**config.mk**
```make
export PLATFORM = sky130hd
export DESIGN_NAME = system_trim_config_regs
export DESIGN_NICKNAME = d
export VERILOG_FILES = /design/src/system_trim_config_regs.v
export VERILOG_INCLUDE_DIRS = /design/src
export SDC_FILE = /design/constraint.sdc
export NUM_CORES = 1
export LEC_CHECK = 0
export ABC_CLOCK_PERIOD_IN_PS = 5100
export BUFFER_PORTS_ARGS = -buffer_cell sky130_fd_sc_hd__buf_2
export CORE_MARGIN = 1.5
export CORE_UTILIZATION = 49
export CTS_CLUSTER_SIZE = 14
export DETAILED_ROUTE_END_ITERATION = 12
export PLACE_DENSITY = 0.76
export SLEW_MARGIN = 25
export SYNTH_ARGS = -nofsm -noshare
export SYNTH_HDL_FRONTEND = slang
export SYNTH_SLANG_ARGS = --single-unit
export TNS_END_PERCENT = 30
```
**constraint.sdc**
```tcl
create_clock -name clk_sys_in -period 5.1 [get_ports clk_sys_in]
set_input_delay 0.255 -clock clk_sys_in [delete_from_list [all_inputs] [get_ports clk_sys_in]]
set_output_delay 0.255 -clock clk_sys_in [all_outputs]
set_load 0.01 [all_outputs]
```
**src/system_trim_consts.vh**
```
// Register offsets, field positions, reset values and codes of the system trim register bank
`ifndef SYSTEM_TRIM_CONSTS_VH
`define SYSTEM_TRIM_CONSTS_VH
`define ADDR_W 8
`define DATA_W 8
// Register byte offsets
`define OFF_OSC_CTRL2 8'h00_E2
`define OFF_VMON_CTRL 8'h00_E3
`define OFF_VMON_STAT 8'h00_E4
`define OFF_ADC0_TRIM 8'h00_E5
`define OFF_ADC1_TRIM 8'h00_E6
`define OFF_IDAC_SEL 8'h00_E7
`define OFF_MOSC_TRIM 8'h00_E8
`define OFF_LOSC_TRIM 8'h00_E9
`define OFF_BGAP_TRIM 8'h00_EA
`define OFF_XOSC_TRIM 8'h00_EB
`define OFF_MOSC_CUR 8'h00_EF
`define OFF_FLASH_BANK 8'h00_FA
// Writable bit masks; reserved bits read zero
`define MASK_OSC_CTRL2 8'h00_1D
`define MASK_VMON_CTRL 8'h00_BF
`define MASK_FULL 8'h00_FF
`define MASK_LOSC 8'h00_3F
`define MASK_BGAP 8'h00_7F
`define MASK_XOSC 8'h00_C0
`define MASK_MOSC_CUR 8'h00_03
`define MASK_FLASH 8'h00_01
// Reset values
`define RST_ZERO 8'h00_00
`define RST_BGAP 8'h00_18
// Main oscillator trim waits at its lowest code until boot loads the factory value
`define RST_MOSC 8'h00_00
`define RST_BGAP_OUT 6'h18
`define RST_IDAC_ON 2'h3
`define MASK_BGAP_KEEP 8'h00_40
`define MASK_BGAP_FACT 8'h00_3F
`define TRIM_HI 5
// Oscillator control 2 fields
`define BIT_DBL_DIS 0
`define BIT_EXT_CLK 2
`define BIT_WDT_SRC 3
`define BIT_SLP_EXT 4
// Voltage monitor control fields
`define BIT_PUMP_DIS 7
`define POR_HI 5
`define POR_LO 4
`define BIT_THROTTLE 3
`define LVL_HI 2
`define LVL_LO 0
`define POR_CODE_RSVD 2'h0_3
// Status bits
`define BIT_ST_PUMP 2
`define BIT_ST_LVD 1
`define BIT_ST_PRECISION_POWER_ON_STATE 0
// Bandgap and oscillator fields
`define BIT_AGND_BYP 6
`define LOSC_BIAS_HI 5
`define LOSC_BIAS_LO 4
`define DUTY_HI 7
`define DUTY_LO 6
// Current DAC source codes
`define IDAC_ALWAYS_ON 4'h0_0
`define IDAC_DEC_BASE 2'h0_1
`define IDAC_ACC_BASE 2'h0_2
`define IDAC_RAMP0 4'h0_E
`define IDAC_RAMP1 4'h0_F
`endif

```
**src/system_trim_config_regs.v**
```verilog
// Configuration, status and trim register bank for the system resources
// Behaviour
// - External clock bit picks pin clock over oscillator
// - Watchdog source one forces internal slow oscillator
// - Watchdog source zero follows system slow clock
// - Double speed disable zero runs fast source
// - Pump disable bit one turns pump off
// - Power-on trip field picks one of four
// - Throttle enable lets low voltage reset speed
// - Three-bit field sets detect and pump levels
// - Read-only comparator status, one means below trip
// - Precision status valid only at top level
// - Eight capacitor switch bits, one removes segment
// - Four-bit fields select each current DAC control
// - Write-only main oscillator trim, centre at 0x80
// - Bias trim field selects oscillator bias
// - Boot loads factory trims into trim fields
// - Ground bypass bit connects pin capacitor
// - Duty field sets sleep on-off ratio
// - Current trim zero largest, three smallest
// - Flash bank bit acts only in supervisory mode
`default_nettype none
`include "system_trim_consts.vh"
module system_trim_config_regs (
	// Clock and raw reset
	input wire clk_sys_in,
	input wire rstn_in,
	// Register port, same clock as the bank
	input wire [`ADDR_W-1:0] addr_in,
	input wire [`DATA_W-1:0] wdata_in,
	input wire wr_in,
	input wire rd_in,
	output reg [`DATA_W-1:0] rdata_out,
	// Factory trim load from the boot sequencer
	input wire boot_load_in,
	input wire [`DATA_W-1:0] boot_mosc_trim_in,
	input wire [`DATA_W-1:0] boot_losc_trim_in,
	input wire [`DATA_W-1:0] boot_bgap_trim_in,
	input wire [`DATA_W-1:0] boot_xosc_trim_in,
	// Analog comparators, asynchronous to this clock
	input wire pump_below_in,
	input wire lvd_below_in,
	input wire precision_power_on_state_below_in,
	input wire precision_power_on_state_reset_disabled_in,
	// Current DAC control sources from the analog array
	input wire [3:0] decimator_input_in,
	input wire [3:0] accumulator_compare_in,
	input wire [1:0] ramp_compare_output_in,
	// High while supervisory code runs
	input wire supervisory_mode_in,
	// Clock tree controls
	output reg external_clock_select_out,
	output reg watchdog_clock_internal_out,
	output reg sleep_extend_out,
	output reg fast_clock_enable_out,
	output reg sysclk_force_on_out,
	// Supply monitor controls
	output reg pump_enable_out,
	output reg [1:0] power_on_trip_level_out,
	output reg cpu_speed_reset_out,
	output reg [2:0] low_voltage_level_out,
	output reg precision_power_on_state_status_valid_out,
	// Analog trims and selections
	output reg [`DATA_W-1:0] adc0_cap_trim_value_out,
	output reg [`DATA_W-1:0] adc1_cap_trim_value_out,
	output reg [1:0] idac_on_out,
	output reg [`DATA_W-1:0] main_oscillator_trim_out,
	output reg [5:0] low_speed_oscillator_trim_out,
	output reg analog_ground_bypass_out,
	output reg [5:0] bandgap_trim_out,
	output reg [1:0] sleep_duty_cycle_out,
	output reg [1:0] oscillator_current_trim_out,
	output reg flash_bank_out
);
	// Reset synchroniser and two-stage samplers for analog comparators
	reg rst_meta;
	reg rst_sync;
	reg [2:0] cmp_meta;
	reg [2:0] cmp_sync;
	reg [3:0] dec_meta;
	reg [3:0] dec_sync;
	reg [3:0] acc_meta;
	reg [3:0] acc_sync;
	reg [1:0] ramp_meta;
	reg [1:0] ramp_sync;
	reg [3:0] misc_meta;
	reg [3:0] misc_sync;
	// Register storage
	reg [`DATA_W-1:0] osc_ctrl2;
	reg [`DATA_W-1:0] vmon_ctrl;
	reg [`DATA_W-1:0] adc0_trim;
	reg [`DATA_W-1:0] adc1_trim;
	reg [`DATA_W-1:0] idac_sel;
	reg [`DATA_W-1:0] mosc_trim;
	reg [`DATA_W-1:0] losc_trim;
	reg [`DATA_W-1:0] bgap_trim;
	reg [`DATA_W-1:0] xosc_trim;
	reg [`DATA_W-1:0] mosc_cur;
	reg [`DATA_W-1:0] flash_bank;
	reg [`DATA_W-1:0] next_rdata;
	// Boot strobe edge so the factory load happens once per request
	reg boot_prev;
	wire boot_pulse;
	assign boot_pulse = misc_sync[0] & ~boot_prev;

	// Pick a current DAC control signal from a four-bit source code
	// Used for both DACs, so one copy of the decode serves them
	// Reserved codes give off rather than a floating choice
	function idac_pick;
		input [3:0] code;
		input [3:0] dec;
		input [3:0] acc;
		input [1:0] ramp;
		begin
			if (code == `IDAC_ALWAYS_ON)
				idac_pick = 1'b1;
			else if (code[3:2] == `IDAC_DEC_BASE)
				idac_pick = dec[code[1:0]];
			else if (code[3:2] == `IDAC_ACC_BASE)
				idac_pick = acc[code[1:0]];
			else if (code == `IDAC_RAMP0)
				idac_pick = ramp[0];
			else if (code == `IDAC_RAMP1)
				idac_pick = ramp[1];
			else
				idac_pick = 1'b0;
		end
	endfunction

	// Reset release through two flops
	// Assertion stays asynchronous; only the release is retimed
	always @(posedge clk_sys_in or negedge rstn_in) begin
		if (!rstn_in) begin
			rst_meta <= 1'b0;
			rst_sync <= 1'b0;
		end else begin
			rst_meta <= 1'b1;
			rst_sync <= rst_meta;
		end
	end

	// Asynchronous inputs pass two flops before use
	// Status therefore lags the comparator by two cycles
	// The spare misc bit is tied low to keep the bundle even
	always @(posedge clk_sys_in or negedge rst_sync) begin
		if (!rst_sync) begin
			cmp_meta <= 3'h0;
			cmp_sync <= 3'h0;
			dec_meta <= 4'h0;
			dec_sync <= 4'h0;
			acc_meta <= 4'h0;
			acc_sync <= 4'h0;
			ramp_meta <= 2'h0;
			ramp_sync <= 2'h0;
			misc_meta <= 4'h0;
			misc_sync <= 4'h0;
			boot_prev <= 1'b0;
		end else begin
			cmp_meta <= {pump_below_in, lvd_below_in, precision_power_on_state_below_in};
			cmp_sync <= cmp_meta;
			dec_meta <= decimator_input_in;
			dec_sync <= dec_meta;
			acc_meta <= accumulator_compare_in;
			acc_sync <= acc_meta;
			ramp_meta <= ramp_compare_output_in;
			ramp_sync <= ramp_meta;
			misc_meta <= {1'b0, supervisory_mode_in, precision_power_on_state_reset_disabled_in, boot_load_in};
			misc_sync <= misc_meta;
			boot_prev <= misc_sync[0];
		end
	end

	// Register writes; masks drop reserved bits so stray ones are harmless
	// A write in the boot-strobe cycle is lost; boot runs once, so software rarely meets it
	always @(posedge clk_sys_in or negedge rst_sync) begin
		if (!rst_sync) begin
			// Power-on contents of the bank
			osc_ctrl2 <= `RST_ZERO;
			vmon_ctrl <= `RST_ZERO;
			// Zero trims switch every capacitor segment in
			adc0_trim <= `RST_ZERO;
			adc1_trim <= `RST_ZERO;
			// Both current DACs start always on
			idac_sel <= `RST_ZERO;
			// Lowest code until the factory value arrives
			mosc_trim <= `RST_MOSC;
			losc_trim <= `RST_ZERO;
			// Bandgap starts at trim 0x18 until boot overwrites it
			bgap_trim <= `RST_BGAP;
			xosc_trim <= `RST_ZERO;
			// Largest oscillator current after reset
			mosc_cur <= `RST_ZERO;
			flash_bank <= `RST_ZERO;
		end else if (boot_pulse) begin
			// Factory trims win over a coincident write
			mosc_trim <= boot_mosc_trim_in;
			losc_trim <= boot_losc_trim_in & `MASK_LOSC;
			// Bypass bit is a user choice, so the factory load leaves it alone
			bgap_trim <= (bgap_trim & `MASK_BGAP_KEEP) | (boot_bgap_trim_in & `MASK_BGAP_FACT);
			// Only the duty-cycle field exists in the crystal trim
			xosc_trim <= boot_xosc_trim_in & `MASK_XOSC;
		end else if (wr_in) begin
			// Address decode; unmapped offsets and the status offset change nothing
			// Clock source and watchdog control
			if (addr_in == `OFF_OSC_CTRL2)
				osc_ctrl2 <= wdata_in & `MASK_OSC_CTRL2;
			// Supply monitor levels, throttle and pump
			else if (addr_in == `OFF_VMON_CTRL)
				vmon_ctrl <= wdata_in & `MASK_VMON_CTRL;
			// Column capacitor trims, all eight bits live
			else if (addr_in == `OFF_ADC0_TRIM)
				adc0_trim <= wdata_in;
			else if (addr_in == `OFF_ADC1_TRIM)
				adc1_trim <= wdata_in;
			// Current DAC source codes, one per nibble
			else if (addr_in == `OFF_IDAC_SEL)
				idac_sel <= wdata_in;
			// Main oscillator trim, write-only
			else if (addr_in == `OFF_MOSC_TRIM)
				mosc_trim <= wdata_in;
			// Slow oscillator bias and frequency
			else if (addr_in == `OFF_LOSC_TRIM)
				losc_trim <= wdata_in & `MASK_LOSC;
			// Bandgap trim and ground bypass
			else if (addr_in == `OFF_BGAP_TRIM)
				bgap_trim <= wdata_in & `MASK_BGAP;
			// Sleep duty cycle
			else if (addr_in == `OFF_XOSC_TRIM)
				xosc_trim <= wdata_in & `MASK_XOSC;
			// Oscillator current trim
			else if (addr_in == `OFF_MOSC_CUR)
				mosc_cur <= wdata_in & `MASK_MOSC_CUR;
			// Flash bank choice
			else if (addr_in == `OFF_FLASH_BANK)
				flash_bank <= wdata_in & `MASK_FLASH;
		end
	end

	// Read mux; main oscillator trim is write-only and reads zero
	// Unmapped offsets fall to the zero default
	always @* begin
		next_rdata = `RST_ZERO;
		// Clock source control
		if (addr_in == `OFF_OSC_CTRL2)
			next_rdata = osc_ctrl2;
		// Supply monitor control
		else if (addr_in == `OFF_VMON_CTRL)
			next_rdata = vmon_ctrl;
		// Synchronised comparators, upper bits zero
		else if (addr_in == `OFF_VMON_STAT)
			next_rdata = {5'h00, cmp_sync};
		// Column capacitor trims
		else if (addr_in == `OFF_ADC0_TRIM)
			next_rdata = adc0_trim;
		else if (addr_in == `OFF_ADC1_TRIM)
			next_rdata = adc1_trim;
		// Current DAC source codes
		else if (addr_in == `OFF_IDAC_SEL)
			next_rdata = idac_sel;
		// Oscillator and bandgap trims
		else if (addr_in == `OFF_LOSC_TRIM)
			next_rdata = losc_trim;
		else if (addr_in == `OFF_BGAP_TRIM)
			next_rdata = bgap_trim;
		else if (addr_in == `OFF_XOSC_TRIM)
			next_rdata = xosc_trim;
		else if (addr_in == `OFF_MOSC_CUR)
			next_rdata = mosc_cur;
		// Flash bank choice
		else if (addr_in == `OFF_FLASH_BANK)
			next_rdata = flash_bank;
	end

	// Read data stand only in the cycle after the strobe
	// Returning zero otherwise lets a shared bus simply OR the slaves
	always @(posedge clk_sys_in or negedge rst_sync) begin
		if (!rst_sync)
			rdata_out <= `RST_ZERO;
		else if (rd_in)
			rdata_out <= next_rdata;
		else
			rdata_out <= `RST_ZERO;
	end

	// Control outputs registered from the bank, one cycle behind storage
	// The extra cycle buys glitch-free levels at the analog controls
	always @(posedge clk_sys_in or negedge rst_sync) begin
		if (!rst_sync) begin
			// Reset levels match the reset contents of the bank
			external_clock_select_out <= 1'b0;
			watchdog_clock_internal_out <= 1'b0;
			sleep_extend_out <= 1'b0;
			fast_clock_enable_out <= 1'b1;
			sysclk_force_on_out <= 1'b1;
			pump_enable_out <= 1'b1;
			power_on_trip_level_out <= 2'h0;
			cpu_speed_reset_out <= 1'b0;
			low_voltage_level_out <= 3'h0;
			precision_power_on_state_status_valid_out <= 1'b0;
			adc0_cap_trim_value_out <= `RST_ZERO;
			adc1_cap_trim_value_out <= `RST_ZERO;
			idac_on_out <= `RST_IDAC_ON;
			main_oscillator_trim_out <= `RST_MOSC;
			low_speed_oscillator_trim_out <= 6'h00;
			analog_ground_bypass_out <= 1'b0;
			bandgap_trim_out <= `RST_BGAP_OUT;
			sleep_duty_cycle_out <= 2'h0;
			oscillator_current_trim_out <= 2'h0;
			flash_bank_out <= 1'b0;
		end else begin
			// Clock tree controls
			external_clock_select_out <= osc_ctrl2[`BIT_EXT_CLK];
			// One forces internal slow clock, zero follows system choice
			watchdog_clock_internal_out <= osc_ctrl2[`BIT_WDT_SRC];
			sleep_extend_out <= osc_ctrl2[`BIT_SLP_EXT];
			fast_clock_enable_out <= ~osc_ctrl2[`BIT_DBL_DIS];
			sysclk_force_on_out <= ~osc_ctrl2[`BIT_DBL_DIS];
			// Supply monitor controls
			pump_enable_out <= ~vmon_ctrl[`BIT_PUMP_DIS];
			power_on_trip_level_out <= vmon_ctrl[`POR_HI:`POR_LO];
			// Throttle only while enabled and comparator active
			cpu_speed_reset_out <= vmon_ctrl[`BIT_THROTTLE] & cmp_sync[`BIT_ST_LVD];
			low_voltage_level_out <= vmon_ctrl[`LVL_HI:`LVL_LO];
			precision_power_on_state_status_valid_out <= misc_sync[1] & (vmon_ctrl[`POR_HI:`POR_LO] == `POR_CODE_RSVD);
			// Capacitor trims pass straight through
			adc0_cap_trim_value_out <= adc0_trim;
			adc1_cap_trim_value_out <= adc1_trim;
			// One on/off pick per DAC from its own nibble
			idac_on_out[0] <= idac_pick(idac_sel[3:0], dec_sync, acc_sync, ramp_sync);
			idac_on_out[1] <= idac_pick(idac_sel[7:4], dec_sync, acc_sync, ramp_sync);
			// Oscillator and bandgap trims
			main_oscillator_trim_out <= mosc_trim;
			low_speed_oscillator_trim_out <= losc_trim[`TRIM_HI:0];
			analog_ground_bypass_out <= bgap_trim[`BIT_AGND_BYP];
			bandgap_trim_out <= bgap_trim[`TRIM_HI:0];
			// Sleep duty cycle and oscillator current
			sleep_duty_cycle_out <= xosc_trim[`DUTY_HI:`DUTY_LO];
			oscillator_current_trim_out <= mosc_cur[1:0];
			// Bank choice only reaches the flash in supervisory mode
			flash_bank_out <= flash_bank[0] & misc_sync[2];
		end
	end
endmodule
`default_nettype wire

```
# Word-level counts from Yosys, hierarchy flattened
# Index checks and enable logic that the tools add are counted.
[word_totals]
romBits = 0
latchBits = 0
input_bits = 68
output_inout_bits = 65
mem_count = 0
register_bits = 169
elab_cells = 180
ramBits = 0
[op_classes]
n_div = 0
n_reduce_logical = 18
shift = 0
n_addsub = 0
mul = 0
n_eq_ne = 29
n_lt_le_gt_ge = 2
muxes = 68
n_bitwise = 19
[ops]
columns = ["operator", "n"]
rows = [
  ["two-way mux 8 bit", 48],
  ["== test 8 bit, second input constant", 12],
  ["== test 4 bit, second input constant", 4],
  ["!= test 2 bit, second input constant", 8],
  ["two-way mux 1 bit", 15],
  ["inverter 1 bit", 14],
  ["AND reduction 7 bit", 2],
  ["AND reduction 13 bit", 1],
  ["AND reduction 12 bit", 1],
  ["AND reduction 10 bit", 1],
  ["nonzero test 2 bit", 5],
  ["AND reduction 9 bit", 1],
  ["binary-select mux 1 bit (select 2 bit)", 4],
  ["zero test 4 bit", 2],
  ["AND reduction 8 bit", 1],
  ["bitwise OR 7 x 6 -> 7 bit", 1],
  ["== test 2 bit, second input constant", 3],
  ["less-than comparator 2 x 3 -> 1 bit, second input constant", 2],
  ["AND reduction 6 bit", 1],
  ["AND reduction 5 bit", 1],
  ["bitwise AND 1 bit", 4],
  ["== test 2 x 1 -> 1 bit, second input constant", 2],
  ["AND reduction 4 bit", 1],
  ["AND reduction 3 bit", 1],
  ["two-way mux 2 bit", 1],
]

# Depth between registers and ports, before layout
# Gate-level depths: netlist of run 1.
[logic_depth]
word_depth = 13
ltp_mapped = 8
mapped_depth_nobuf = 5

# Least setup slack after synthesis of run 1
# No wires, ideal clock.
[synth_path]
path_type = "register to register"
start = "register misc_sync[0]"
end = "register adc0_trim[1]"
path_stages_with_launch = 7
synth_period_minus_slack_ns = 1.674
required_ns = 4.975
t_arrival_ns = 1.549
path_slack_ns = 3.426
n_path_buf = 2
path_cell_list = "dfrtp_1 > nor2b_1 > buf_2 > nand2b_1 > buf_2 > nor3_4 > mux2_2"
[synth_via]
elab_chain_len = 3
[synth_lines]
columns = ["element", "line_no", "source"]
rows = [
  ["from (decl)", "system_trim_config_regs.v:87", "reg [3:0] misc_sync;"],
  ["from (signal assigned)", "system_trim_config_regs.v:168", "misc_sync <= misc_meta;"],
  ["bitwise AND 1 bit", "system_trim_config_regs.v:104", "assign boot_pulse = misc_sync[0] & ~boot_prev;"],
  ["inverter 1 bit (no source line)", "--", ""],
  ["AND reduction 5 bit (no source line)", "--", ""],
  ["to (signal assigned)", "system_trim_config_regs.v:181", "adc0_trim <= `RST_ZERO;"],
  ["to (signal assigned)", "system_trim_config_regs.v:212", "adc0_trim <= wdata_in;"],
  ["to (decl)", "system_trim_config_regs.v:91", "reg [`DATA_W-1:0] adc0_trim;"],
]
# Every way passes these cells.
# A chain may end at the register's enable or synchronous reset.

# Worst setup path in the final report of run 1
[layout_path]
start = "input addr_in[0]"
end = "register adc0_trim[4]"
[layout_via]
elab_chain_len = 3
word_cells_on_any_way = 6
classes_between = "eq/ne (3); bitwise (2); reduce/logical (1)"
[layout_lines]
columns = ["element", "line_no", "source"]
rows = [
  ["from (decl)", "system_trim_config_regs.v:29", "input wire [`ADDR_W-1:0] addr_in,"],
  ["== test 8 bit (no source line)", "--", ""],
  ["inverter 1 bit (no source line)", "--", ""],
  ["AND reduction 5 bit (no source line) *", "--", ""],
]
# Every way passes the cells marked *; elsewhere a longest branch is shown, timed or not.

==> results of run 1 <==
[per-layer routing]
layer | routed length (um) | GRT usage [%] | vias up
met5 | 12 | 0 | -
li1 | - | - | 1870
met4 | 231 | 9.83 | 2
met3 | 804 | 5.98 | 21
met1 | 5940 | 29.8 | 2014
met2 | 6370 | 34.1 | 166
[stage by stage]
stage | util (%) | worst slack [ns] | hold WS [ns]
2_1_floorplan | - | 0.326 | -0.0406
3_3_place_gp | 56.4 | 2.71 | 0.0405
3_5_place_dp | 56.4 | 2.65 | 0.0433
4_1_cts | 62.3 | 3.10 | 0.00844
5_1_grt | 62.5 | 2.93 | 0.0291
6_report | 62.5 | 3.04 | 0.0248
[flip-flops by register name, summed over array words and instances, names as in the netlist, 6 cells and up]
name	count
adc0_trim	8
vmon_ctrl	7
adc1_trim	8
idac_sel	8
bandgap_trim_out	6
adc0_cap_trim_value_out	8
adc1_cap_trim_value_out	8
main_oscillator_trim_out	8
low_speed_oscillator_trim_out	6
mosc_trim	8
rdata_out	8
losc_trim	6
bgap_trim	7
[power by group through the flow]
stage / Sequential (uW) / Clock (uW) / Combinational (uW)
detailed placement: 1440 / 0 / 202
floorplan: 1450 / 0 / 90.6
global placement: 1430 / 0 / 198
CTS: 1410 / 1180 / 213
finish: 1410 / 1160 / 219
global route: 1420 / 1240 / 242
[worst min-delay path, stage by stage]
cell,delay [ns]
buf_2,0.08
nand2_1,0.03
o21ai_0,0.06
[logic make-up (layout without fill, tap and decap cells)]
kind of cell / count (synthesis) / after routing
DFF: 160 / 160
and+or+nand+nor: 100 / 100
AOI/OAI and AO/OA: 88 / 88
muxes: 68 / 68
buffers and inverters: 31 / 183
other: 1 / 1
[cell usage after synthesis, drive strengths merged (2+ instances only)]
cell    count
a22oi       2
a32oi       2
a22o        5
a31oi       4
a21o        2
nor3        6
buf        16
mux2       41
mux4        3
dfstp       8
nand3       7
mux2i      24
o21ai      41
o221a       2
nor2b       8
dfrtp     152
a21oi      14
and2        4
nand4       2
nand2      49
clkbuf      7
nor2       13
nand2b      3
a211oi      4
inv         8
and3        4
a32o        2
[layout make-up]
cell class              instances  share of cell area (%)
clock buffers                  18                    5.83
clock inverters                14                    1.44
repair buffers                143                    10.9
multi-input cells             257                    25.3
inverters                       8                   0.398
well taps                     168                    2.79
flip-flops and latches        160                    53.3
[path summary, 6_finish.rpt]
check / slack [ns] / cells past startpoint / startpoint / endpoint
worst min-delay path: 0.02 / 3 / boot_mosc_trim_in[3] / mosc_trim[3]$_DFFE_PN0P_
worst min register to register: 0.26 / 0 / rst_sync$_DFF_PN0_ / sleep_duty_cycle_out[1]$_DFF_PN0_
worst max register to register: 3.24 / 4 / misc_sync[0]$_DFF_PN0_ / adc0_trim[4]$_DFFE_PN0P_
worst max-delay path: 3.04 / 5 / addr_in[0] / adc0_trim[4]$_DFFE_PN0P_
min in group asynchronous: 0.13 / 2 / rstn_in / rst_sync$_DFF_PN0_
max in group asynchronous: 3.45 / 2 / rst_sync$_DFF_PN0_ / cmp_meta[1]$_DFF_PN0_
==> out/metrics.cfg, run 1 <==
[status]
status = finished, final reports clean

[global_route]
grt_max_degree = 75
gr-total-overflow = 0
antenna_found_initial = 1
grt_pass1_wl_um = 21100
track_usage_pct = 22.2
grt_pass1_vias = 4028

[synth]
synthCells = 448
synth_mux_area_share_pct = 12.7
synthSimpleGateAreaFrac_pct = 9.43
asyncSetResetFlopFracSynth_pct = 100
yosys.area_share.adder_pct = 0
avgSynthCellArea_um2 = 13.6
synth_area_leaders = dfrtp_1, mux2_2, mux2i_1
ys.flop_type = dfrtp_1
synth-xor-area-share_pct = 0
synth_edf_count = 0
yosys_warnings = 0
yosysSeqAreaShare_pct = 66.0
synth_compound_area_share_pct = 9.22
synth.distinct_cells = 55
yosysTopAreaCellShare_pct = 62.6
syn_nets = 516
syn_area_mm2 = 0.00608
yosysTopAreaCell = dfrtp_1
ys_ff_latch = 160
synth_top_family_by_area = multiplexers

[sta]
fmax_mhz = 486
hold_viol = 0
slew_headroom_pct = 48.6
fin_worst_skew_ns = 0.0143
drv_slew = 0
setup_viol = 0
tns_ns = 0
worst-slew-pin-transition_ns = 0.771
fin_crit_ns = 2.06
period_share_pct = 40.3
grt_setup_unrepaired = false

[finish]
stdcell_count = 768
seqCellArea_mm2 = 0.00402
drive_above_1_share_pct = 38.0
final_common_cell = dfrtp_1
layout.nets = 655
antenna_cells = 0
fillerInstances = 925
mostFrequentLayoutCells = dfrtp_1, buf_2, nand2_1
areaGrowthSynthToFinish_pct = 24.0
multi_input_area_mm2 = 0.00191
finalInstanceArea_mm2 = 0.00754

[hold_path]
hp-class = in -> reg

[detailed_routing]
drc = 0
via_count = 4073
viasPerCell = 5.30
wl_per_cell_um = 17.4
ant_nets = 0
routed_wl_um = 13400
drt_iter0_markers = 306
drtPass1Iterations = 5

[clock_tree]
clk_pin_slew_worst_paths_ns = 0.06
cts_tree = yes
clk_path_buf_depth = 2
hold_buffers = 17
ctsHtreeMaxLevel = 4
clk-insertion-delay-late_ns = 0.43
cts-root-buf = clkbuf_16
numCtsBuffers = 17
postCtsSetupRepairBufs = 0
clock-sinks = 160
cts_resized = 0

[pwr]
pwr-share-comb_pct = 7.9
power.share.clock_pct = 41.6
p_seq_share_pct = 50.5
power.density_mw_per_mm2 = 369
cellInternalPower_uw = 2090
switching_share_pct = 24.8
peakVddDrop_uv = 257
p_sw_uw = 690
p_leak_uw = 0.00379
p_total_uw = 2780

[die]
initial_core_util_pct = 50.4
die_w_um = 114
pin_count = 133
dieArea_mm2 = 0.0131
rows = 40
die_h_um = 114
design.core.area_mm2 = 0.0121

[placed_design]
placed_cells = 718
place.gp.congestion = 0.907
dp_hpwl_um = 9100
post_dp_cell_area_mm2 = 0.00680
port_buffers = 122

[worst_setup_path]
cp.required_ns = 5.41
slowest_stage = nor2b_1
worst-path-buf-inv = 2
crit_fanout = 29
cp.arrival_ns = 2.36
crit_family = simple AND/OR/NAND/NOR gates
endpoint_kind = flip-flop
critPathKind = in -> reg
worstSetupStartpointType = input port
cp_slowest_stage_delay_ns = 0.64
path_cells = buf_2 > nor2b_1 > inv_1 > nor3_4 > mux2_2

[flow_run]
drv_cap = 0

Note: power is estimated with default switching activity, not from simulation.
==> run 2: changes to the inputs <==
--- a/config.mk
+++ b/config.mk
@@ -6,7 +6,8 @@
 export SDC_FILE = /design/constraint.sdc
 export NUM_CORES = 1
 export LEC_CHECK = 0
-export ABC_CLOCK_PERIOD_IN_PS = 5100
+export ABC_AREA = 1
+export ABC_CLOCK_PERIOD_IN_PS = 1830
 export BUFFER_PORTS_ARGS = -buffer_cell sky130_fd_sc_hd__buf_2
 export CORE_MARGIN = 1.5
 export CORE_UTILIZATION = 49
==> constraint.sdc (replaced) <==
create_clock -name clk_sys_in -period 1.83 [get_ports clk_sys_in]
set_input_delay 0.0915 -clock clk_sys_in [delete_from_list [all_inputs] [get_ports clk_sys_in]]
set_output_delay 0.0915 -clock clk_sys_in [all_outputs]
set_load 0.01 [all_outputs]
==> run 2 against run 1 <==
Effect of this change:
- routed wire length increased by 11%
- setup slack lost 2.8 ns
- core utilization increased by 2.5 points
- largest power group unchanged
- synthesized cell count is 36% higher
- first-iteration DRC count is 15% higher
- critical path depth up 2
- sequential share of layout area down 2.4 points
- register-to-register slack lost 3.0 ns
- highest routed layer is now met4
- flip-flop and latch count is the same
- area after synthesis up 2.1%
==> out/metrics.cfg, run 2 <==
[clock_tree]
clk-insertion-delay-late_ns = 0.43  ; about the same
ctsHtreeMaxLevel = 4  ; unchanged
postCtsSetupRepairBufs = 0  ; unchanged
clk_pin_slew_worst_paths_ns = 0.07  ; was 0.06 ns
clk_path_buf_depth = 2  ; unchanged
numCtsBuffers = 17  ; unchanged
clock-sinks = 160  ; unchanged
cts-root-buf = clkbuf_16  ; unchanged
cts_tree = yes  ; unchanged

[placed_design]
dp_hpwl_um = 10600  ; was 9100 um
post_dp_cell_area_mm2 = 0.00707  ; was 0.00680 mm2
place.gp.congestion = 0.941  ; was 0.907
port_buffers = 122  ; unchanged
place_ws_ns = 0.235  ; was 2.65 ns

[sta]
tns_ns = 0  ; unchanged
fin_ws_ns = 0.281  ; was 3.04 ns
fin_crit_ns = 1.55
slew_headroom_pct = 50.4  ; was 48.6%
fmax_mhz = 645
hold_viol = 0  ; unchanged
drv_slew = 0  ; unchanged
fin_worst_skew_ns = 0.00964  ; was 0.0143 ns
period_share_pct = 84.7
grt_setup_unrepaired = false  ; unchanged
setup_viol = 0  ; unchanged
worst-slew-pin-transition_ns = 0.741  ; was 0.771 ns

[finish]
fillerInstances = 965  ; was 925
finalInstanceArea_mm2 = 0.00790  ; was 0.00754 mm2
final_util_pct = 65.0  ; was 62.5%
antenna_cells = 0  ; unchanged
layout.nets = 844  ; was 655
drive_above_1_share_pct = 27.1  ; was 38.0%
areaGrowthSynthToFinish_pct = 27.3  ; was 24.0%
final_common_cell = nand2_1  ; was dfrtp_1
mostFrequentLayoutCells = nand2_1, dfrtp_1, buf_2  ; was dfrtp_1, buf_2, nand2_1

[pwr]
p_total_uw = 7890  ; was 2780 uW
power.density_mw_per_mm2 = 998  ; was 369 mW/mm2
p_leak_uw = 0.00408  ; was 0.00379 uW
peakVddDrop_uv = 737  ; was 257 uV

[synth]
syn_area_mm2 = 0.00620  ; was 0.00608 mm2
asyncSetResetFlopFracSynth_pct = 100  ; unchanged
avgSynthCellArea_um2 = 10.2  ; was 13.6 um2
ys_ff_latch = 160  ; unchanged
synth_area_leaders = dfrtp_1, nand2_1, o21ai_0  ; was dfrtp_1, mux2_2, mux2i_1
synth_edf_count = 0  ; unchanged
yosysSeqAreaShare_pct = 64.7  ; was 66.0%
ys.flop_type = dfrtp_1  ; unchanged
yosys_warnings = 0  ; unchanged
yosys-top-cells-count = nand2_1, dfrtp_1, inv_1  ; was dfrtp_1, nand2_1, o21ai_0
synth.distinct_cells = 39  ; was 55
yosysTopAreaCellShare_pct = 61.3  ; was 62.6%
syn_nets = 677  ; was 516
yosysMostFrequentCell = nand2_1  ; was dfrtp_1
yosysTopAreaCell = dfrtp_1  ; unchanged
synthCells = 609  ; was 448

[global_route]
grt_pass1_wl_um = 23700  ; was 21100 um
grt_pass1_vias = 4746  ; was 4028
gr-total-overflow = 0  ; unchanged
antenna_found_initial = 0  ; was 1
grt_max_degree = 36  ; was 75
track_usage_pct = 24.0  ; was 22.2%

[worst_setup_path]
crit_fanout = 12  ; was 29
worstSetupStartpointType = flip-flop  ; was input port
cp.required_ns = 2.14  ; was 5.41 ns
slowest_stage = dfrtp_1  ; was nor2b_1
cp_slowest_stage_delay_ns = 0.37  ; was 0.64 ns
endpoint_kind = flip-flop  ; unchanged
critPathKind = reg -> reg  ; was in -> reg
path_cells = nor2_2 > inv_1 > buf_4 > nand2_1 > nand2_2 > nor2_1 > a21oi_1  ; was buf_2 > nor2b_1 > inv_1 > nor3_4 > mux2_2
cp.arrival_ns = 1.85  ; was 2.36 ns

[die]
initial_core_util_pct = 51.0  ; was 50.4%
die_h_um = 116  ; was 114 um
design.core.area_mm2 = 0.0122  ; was 0.0121 mm2
dieArea_mm2 = 0.0133  ; was 0.0131 mm2
pin_count = 133  ; unchanged
rows = 40  ; unchanged
die_w_um = 116  ; was 114 um

[hold_path]
hp-class = in -> reg  ; unchanged

[detailed_routing]
wl_per_cell_um = 15.4  ; was 17.4 um
drc = 0  ; unchanged
ant_nets = 0  ; unchanged
routed_wl_um = 14800  ; was 13400 um
drt_iter0_markers = 353  ; was 306
drtPass1Iterations = 5  ; unchanged
via_count = 4793  ; was 4073
viasPerCell = 5.01  ; was 5.30

[flow_run]
drv_cap = 0  ; unchanged

[status]
status = finished, final reports clean  ; unchanged

run 2: changes by cell type after synthesis, sizes merged, moves of 4 or more:
cell,before,now
and2,4,0
o21ai,41,71
buf,16,9
a211oi,4,0
nand4,2,7
nor2,13,45
mux2,41,0
a22o,5,0
a21oi,14,23
inv,8,67
nand2,49,174
nor2b,8,0
mux2i,24,0
nand3,7,24
run 2: per-layer routing:
layer | wire [um] | share of wire, % | track usage [%]
met4 | 334 | 2.3 | 8.56
met3 | 1010 | 6.8 | 6.90
met1 | 6410 | 43 | 31.5
met2 | 7010 | 47 | 38.4
met5 | 0 | 0 | 0
run 2: through the flow:
step / instances / hold WS, ns
floorplan: 609 / -0.204
global placement: 897 / -0.122
detailed placement: 897 / -0.120
CTS: 957 / 0.000676
global route: 957 / 0.0275
finish: 957 / 0.00361
run 2: path summary, 6_finish.rpt:
check | startpoint | endpoint | slack [ns] | cells past startpoint
hold / removal | boot_losc_trim_in[4] | losc_trim[4]$_DFFE_PN0P_ | 0.004 | 5
setup reg to reg | boot_prev$_DFF_PN0_ | losc_trim[3]$_DFFE_PN0P_ | 0.28 | 7
hold reg to reg | rst_sync$_DFF_PN0_ | low_speed_oscillator_trim_out[5]$_DFF_PN0_ | 0.31 | 0
setup / recovery | boot_prev$_DFF_PN0_ | losc_trim[3]$_DFFE_PN0P_ | 0.28 | 7
max in group asynchronous | rst_sync$_DFF_PN0_ | pump_enable_out$_DFF_PN1_ | 0.91 | 1
min in group asynchronous | rst_sync$_DFF_PN0_ | low_speed_oscillator_trim_out[5]$_DFF_PN0_ | 0.31 | 0
run 2: critical path: cells and delay by family, from the launching register on:
| family | cells | cell delay, ns |
|---|---|---|
| AO/OA/AOI/OAI | 1 | 0.05 |
| AND/OR/NAND/NOR | 4 | 0.70 |
| flip-flops | 1 | 0.37 |
| buffers and inverters | 2 | 0.30 |
run 2: area by class of cell:
class	instances	area [um2]	area share, %
clock buffers	18	439	5.56
repair buffers	161	1040	13.1
multi-input cells	368	1830	23.2
clock inverters	14	109	1.38
well taps	168	210	2.66
flip-flops and latches	160	4020	50.9
inverters	68	259	3.28
run 2: what timing repair did:
item                                   4_1_cts  5_1_grt
resized for setup                            0        0
endpoints found under the hold margin       29        0
hold buffers                                28        0
run 2: logic make-up after synthesis:
kind of cell | Yosys count | share of synthesized area (%)
and+or+nand+nor | 259 | 19.4
DFF | 160 | 64.7
AOI/OAI and AO/OA | 108 | 9.98
buffers and inverters | 81 | 5.83
other | 1 | 0.0604
run 2: report_power, final:
group	switching (uW)	internal (uW)
combinational	418	286
sequential	164	3810
clock	1420	1780
total	2010	5880
==> run 3: changes to the inputs <==
--- a/config.mk
+++ b/config.mk
@@ -6,8 +6,8 @@
 export SDC_FILE = /design/constraint.sdc
 export NUM_CORES = 1
 export LEC_CHECK = 0
-export ABC_AREA = 1
-export ABC_CLOCK_PERIOD_IN_PS = 1830
+export ABC_AREA = 0
+export ABC_CLOCK_PERIOD_IN_PS = 1400
 export BUFFER_PORTS_ARGS = -buffer_cell sky130_fd_sc_hd__buf_2
 export CORE_MARGIN = 1.5
 export CORE_UTILIZATION = 49
==> constraint.sdc (replaced) <==
create_clock -name clk_sys_in -period 1.4 [get_ports clk_sys_in]
set_input_delay 0.07 -clock clk_sys_in [delete_from_list [all_inputs] [get_ports clk_sys_in]]
set_output_delay 0.07 -clock clk_sys_in [all_outputs]
set_load 0.01 [all_outputs]
==> run 3 against run 2 <==
Effect of this change:
- the flow now finishes with violations (setup timing)
- setup slack got worse by 0.46 ns
- combinational power is 48% higher
- core utilization is 5.6 points higher
- sequential share of layout area is 3.6 points lower
- worst hold slack better by 0.060 ns
- critical path type unchanged
- largest cell class unchanged
- largest power group unchanged
- highest routed layer unchanged
==> out/metrics.cfg, run 3 (synthesized netlist as in run 1, its figures left out) <==
[hold_path]
hp-class = in -> reg  ; unchanged

[pwr]
p_total_uw = 11000  ; was 7890 uW
power.density_mw_per_mm2 = 1290  ; was 998 mW/mm2
p_leak_uw = 0.00429  ; was 0.00408 uW
peakVddDrop_uv = 1130  ; was 737 uV

[sta]
tns_ns = -4.43  ; was 0 ns
fin_ws_ns = -0.175  ; was 0.281 ns
setup_viol = 41  ; was 0
drv_slew = 0  ; unchanged
period_share_pct = 112  ; was 84.7%
fin_worst_skew_ns = 0.0106  ; was 0.00964 ns
fin_crit_ns = 1.57  ; was 1.55 ns
fmax_mhz = 635  ; was 645 MHz
grt_setup_unrepaired = true  ; was false
hold_viol = 0  ; unchanged

[detailed_routing]
wl_per_cell_um = 18.2  ; was 15.4 um
drc = 0  ; unchanged
drt_iter0_markers = 292  ; was 353
viasPerCell = 5.30  ; was 5.01
routed_wl_um = 15500  ; was 14800 um
ant_nets = 0  ; unchanged
via_count = 4521  ; was 4793
drtPass1Iterations = 4  ; was 5

[clock_tree]
cts_tree = yes  ; unchanged
clk_path_buf_depth = 2  ; unchanged
cts-root-buf = clkbuf_16  ; unchanged
clock-sinks = 160  ; unchanged
ctsHtreeMaxLevel = 4  ; unchanged
numCtsBuffers = 17  ; unchanged
clk-insertion-delay-late_ns = 0.43  ; about the same
clk_pin_slew_worst_paths_ns = 0.06  ; was 0.07 ns

[finish]
fillerInstances = 838  ; was 965
antenna_cells = 0  ; unchanged
drive_above_1_share_pct = 43.6  ; was 27.1%
final_common_cell = dfrtp_1  ; was nand2_1
layout.nets = 740  ; was 844
areaGrowthSynthToFinish_pct = 40.0  ; was 27.3%
finalInstanceArea_mm2 = 0.00851  ; was 0.00790 mm2
mostFrequentLayoutCells = dfrtp_1, buf_2, buf_4  ; was nand2_1, dfrtp_1, buf_2

[worst_setup_path]
cp_slowest_stage_delay_ns = 0.38  ; was 0.37 ns
cp.arrival_ns = 1.88  ; was 1.85 ns
worst_path_most_repeated_cell = buf_6
slowest_stage = dfrtp_1  ; unchanged
critPathKind = reg -> reg  ; unchanged
worstSetupStartpointType = flip-flop  ; unchanged
crit_fanout = 4  ; was 12
cp.required_ns = 1.71  ; was 2.14 ns
path_cells = nor2b_4 > nand2b_4 > buf_6 > nor3_4 > buf_6 > mux2_4  ; was nor2_2 > inv_1 > buf_4 > nand2_1 > nand2_2 > nor2_1 > a21oi_1
endpoint_kind = flip-flop  ; unchanged

[die]
die_h_um = 114  ; was 116 um
design.core.area_mm2 = 0.0121  ; was 0.0122 mm2
pin_count = 133  ; unchanged
dieArea_mm2 = 0.0131  ; was 0.0133 mm2
rows = 40  ; unchanged
initial_core_util_pct = 50.4  ; was 51.0%
die_w_um = 114  ; was 116 um

[placed_design]
dp_hpwl_um = 10200  ; was 10600 um
place.gp.congestion = 0.853  ; was 0.941
post_dp_cell_area_mm2 = 0.00729  ; was 0.00707 mm2
port_buffers = 122  ; unchanged

[flow_run]
drv_cap = 0  ; unchanged

[global_route]
track_usage_pct = 25.5  ; was 24.0%
antenna_found_initial = 0  ; unchanged
met1_usage_pct = 32.9  ; was 31.5%
grt.busiest_layer = met2  ; unchanged
gr-usage-met3_pct = 5.88  ; was 6.90%
grt_max_degree = 93  ; was 36
grt_pass1_wl_um = 24400  ; was 23700 um
met2_usage_pct = 40.2  ; was 38.4%
grt_pass1_vias = 4625  ; was 4746
gr-total-overflow = 0  ; unchanged

[status]
status = finished with violations  ; was finished, final reports clean
violations = setup timing

-- run 3: cell count changes in the layout (fill, tap and decap cells not counted), sizes merged, moves of 8 or more --
cell | before | now
buf | 133 | 185
nand2 | 174 | 49
nor2b | 0 | 8
o21ai | 71 | 41
nor2 | 45 | 13
inv | 70 | 16
mux2i | 0 | 24
mux2 | 0 | 41
dlygate4sd3 | 28 | 43
nand3 | 24 | 7
a21oi | 23 | 14
-- run 3: cell type report --
cell class              instances  area (um2)  area share [%]
multi-input cells             257        2040            24.0
well taps                     168         210            2.47
clock inverters                15         195            2.29
flip-flops and latches        160        4020            47.3
repair buffers                228        1590            18.6
clock buffers                  17         425            5.00
inverters                       8        30.0           0.353
-- run 3: path summary, 6_finish.rpt --
kind	cells after the start	startpoint	endpoint	slack, ns
worst max register to register	6	misc_sync[0]$_DFF_PN0_	adc1_trim[2]$_DFFE_PN0P_	-0.17
worst max-delay path	6	misc_sync[0]$_DFF_PN0_	adc1_trim[2]$_DFFE_PN0P_	-0.17
worst min-delay path	2	wdata_in[5]	adc0_trim[5]$_DFFE_PN0P_	0.06
min in group asynchronous	1	rst_sync$_DFF_PN0_	main_oscillator_trim_out[2]$_DFF_PN0_	0.34
max in group asynchronous	1	rst_sync$_DFF_PN0_	idac_on_out[0]$_DFF_PN1_	0.62
worst min register to register	1	rst_sync$_DFF_PN0_	main_oscillator_trim_out[2]$_DFF_PN0_	0.34
-- run 3: where the power goes --
group          switching (uW)  internal (uW)  total [uW]
sequential                164           4940        5110
clock                    1960           2860        4820
combinational             538            502        1040
total                    2660           8310       11000
-- run 3: metrics by stage --
step	utilization (%)	instances	setup slack (ns)	hold slack, ns
floorplan	-	448	-0.274	-0.226
global placement	60.4	776	-0.242	-0.144
detailed placement	60.4	776	-0.289	-0.140
CTS	70.4	853	-0.234	0.0423
global route	70.5	853	-0.218	0.0479
finish	70.5	853	-0.175	0.0633
-- run 3: critical path: cells and delay by family, from the launching register on --
kind | cells | cell delay (ns)
and+or+nand+nor | 3 | 0.46
DFF | 1 | 0.38
muxes | 1 | 0.31
buffers and inverters | 2 | 0.30
-- run 3: what timing repair did --
item                                    in CTS  in global routing
buffers inserted                             2                  0
pin swaps                                    3                  3
hold buffers                                43                  0
endpoints found under the setup margin      43                 43
hold endpoints to repair                    50                  0
resized for setup                           39                  2
-- run 3: routing by layer --
layer  up-vias  wire length [um]  share of wire [%]
li1       2033                 -                  -
met1      2286              6490                 42
met2       161              7620                 49
met3        41               805                5.2
met4         0               573                3.7
met5         -                 0                  0
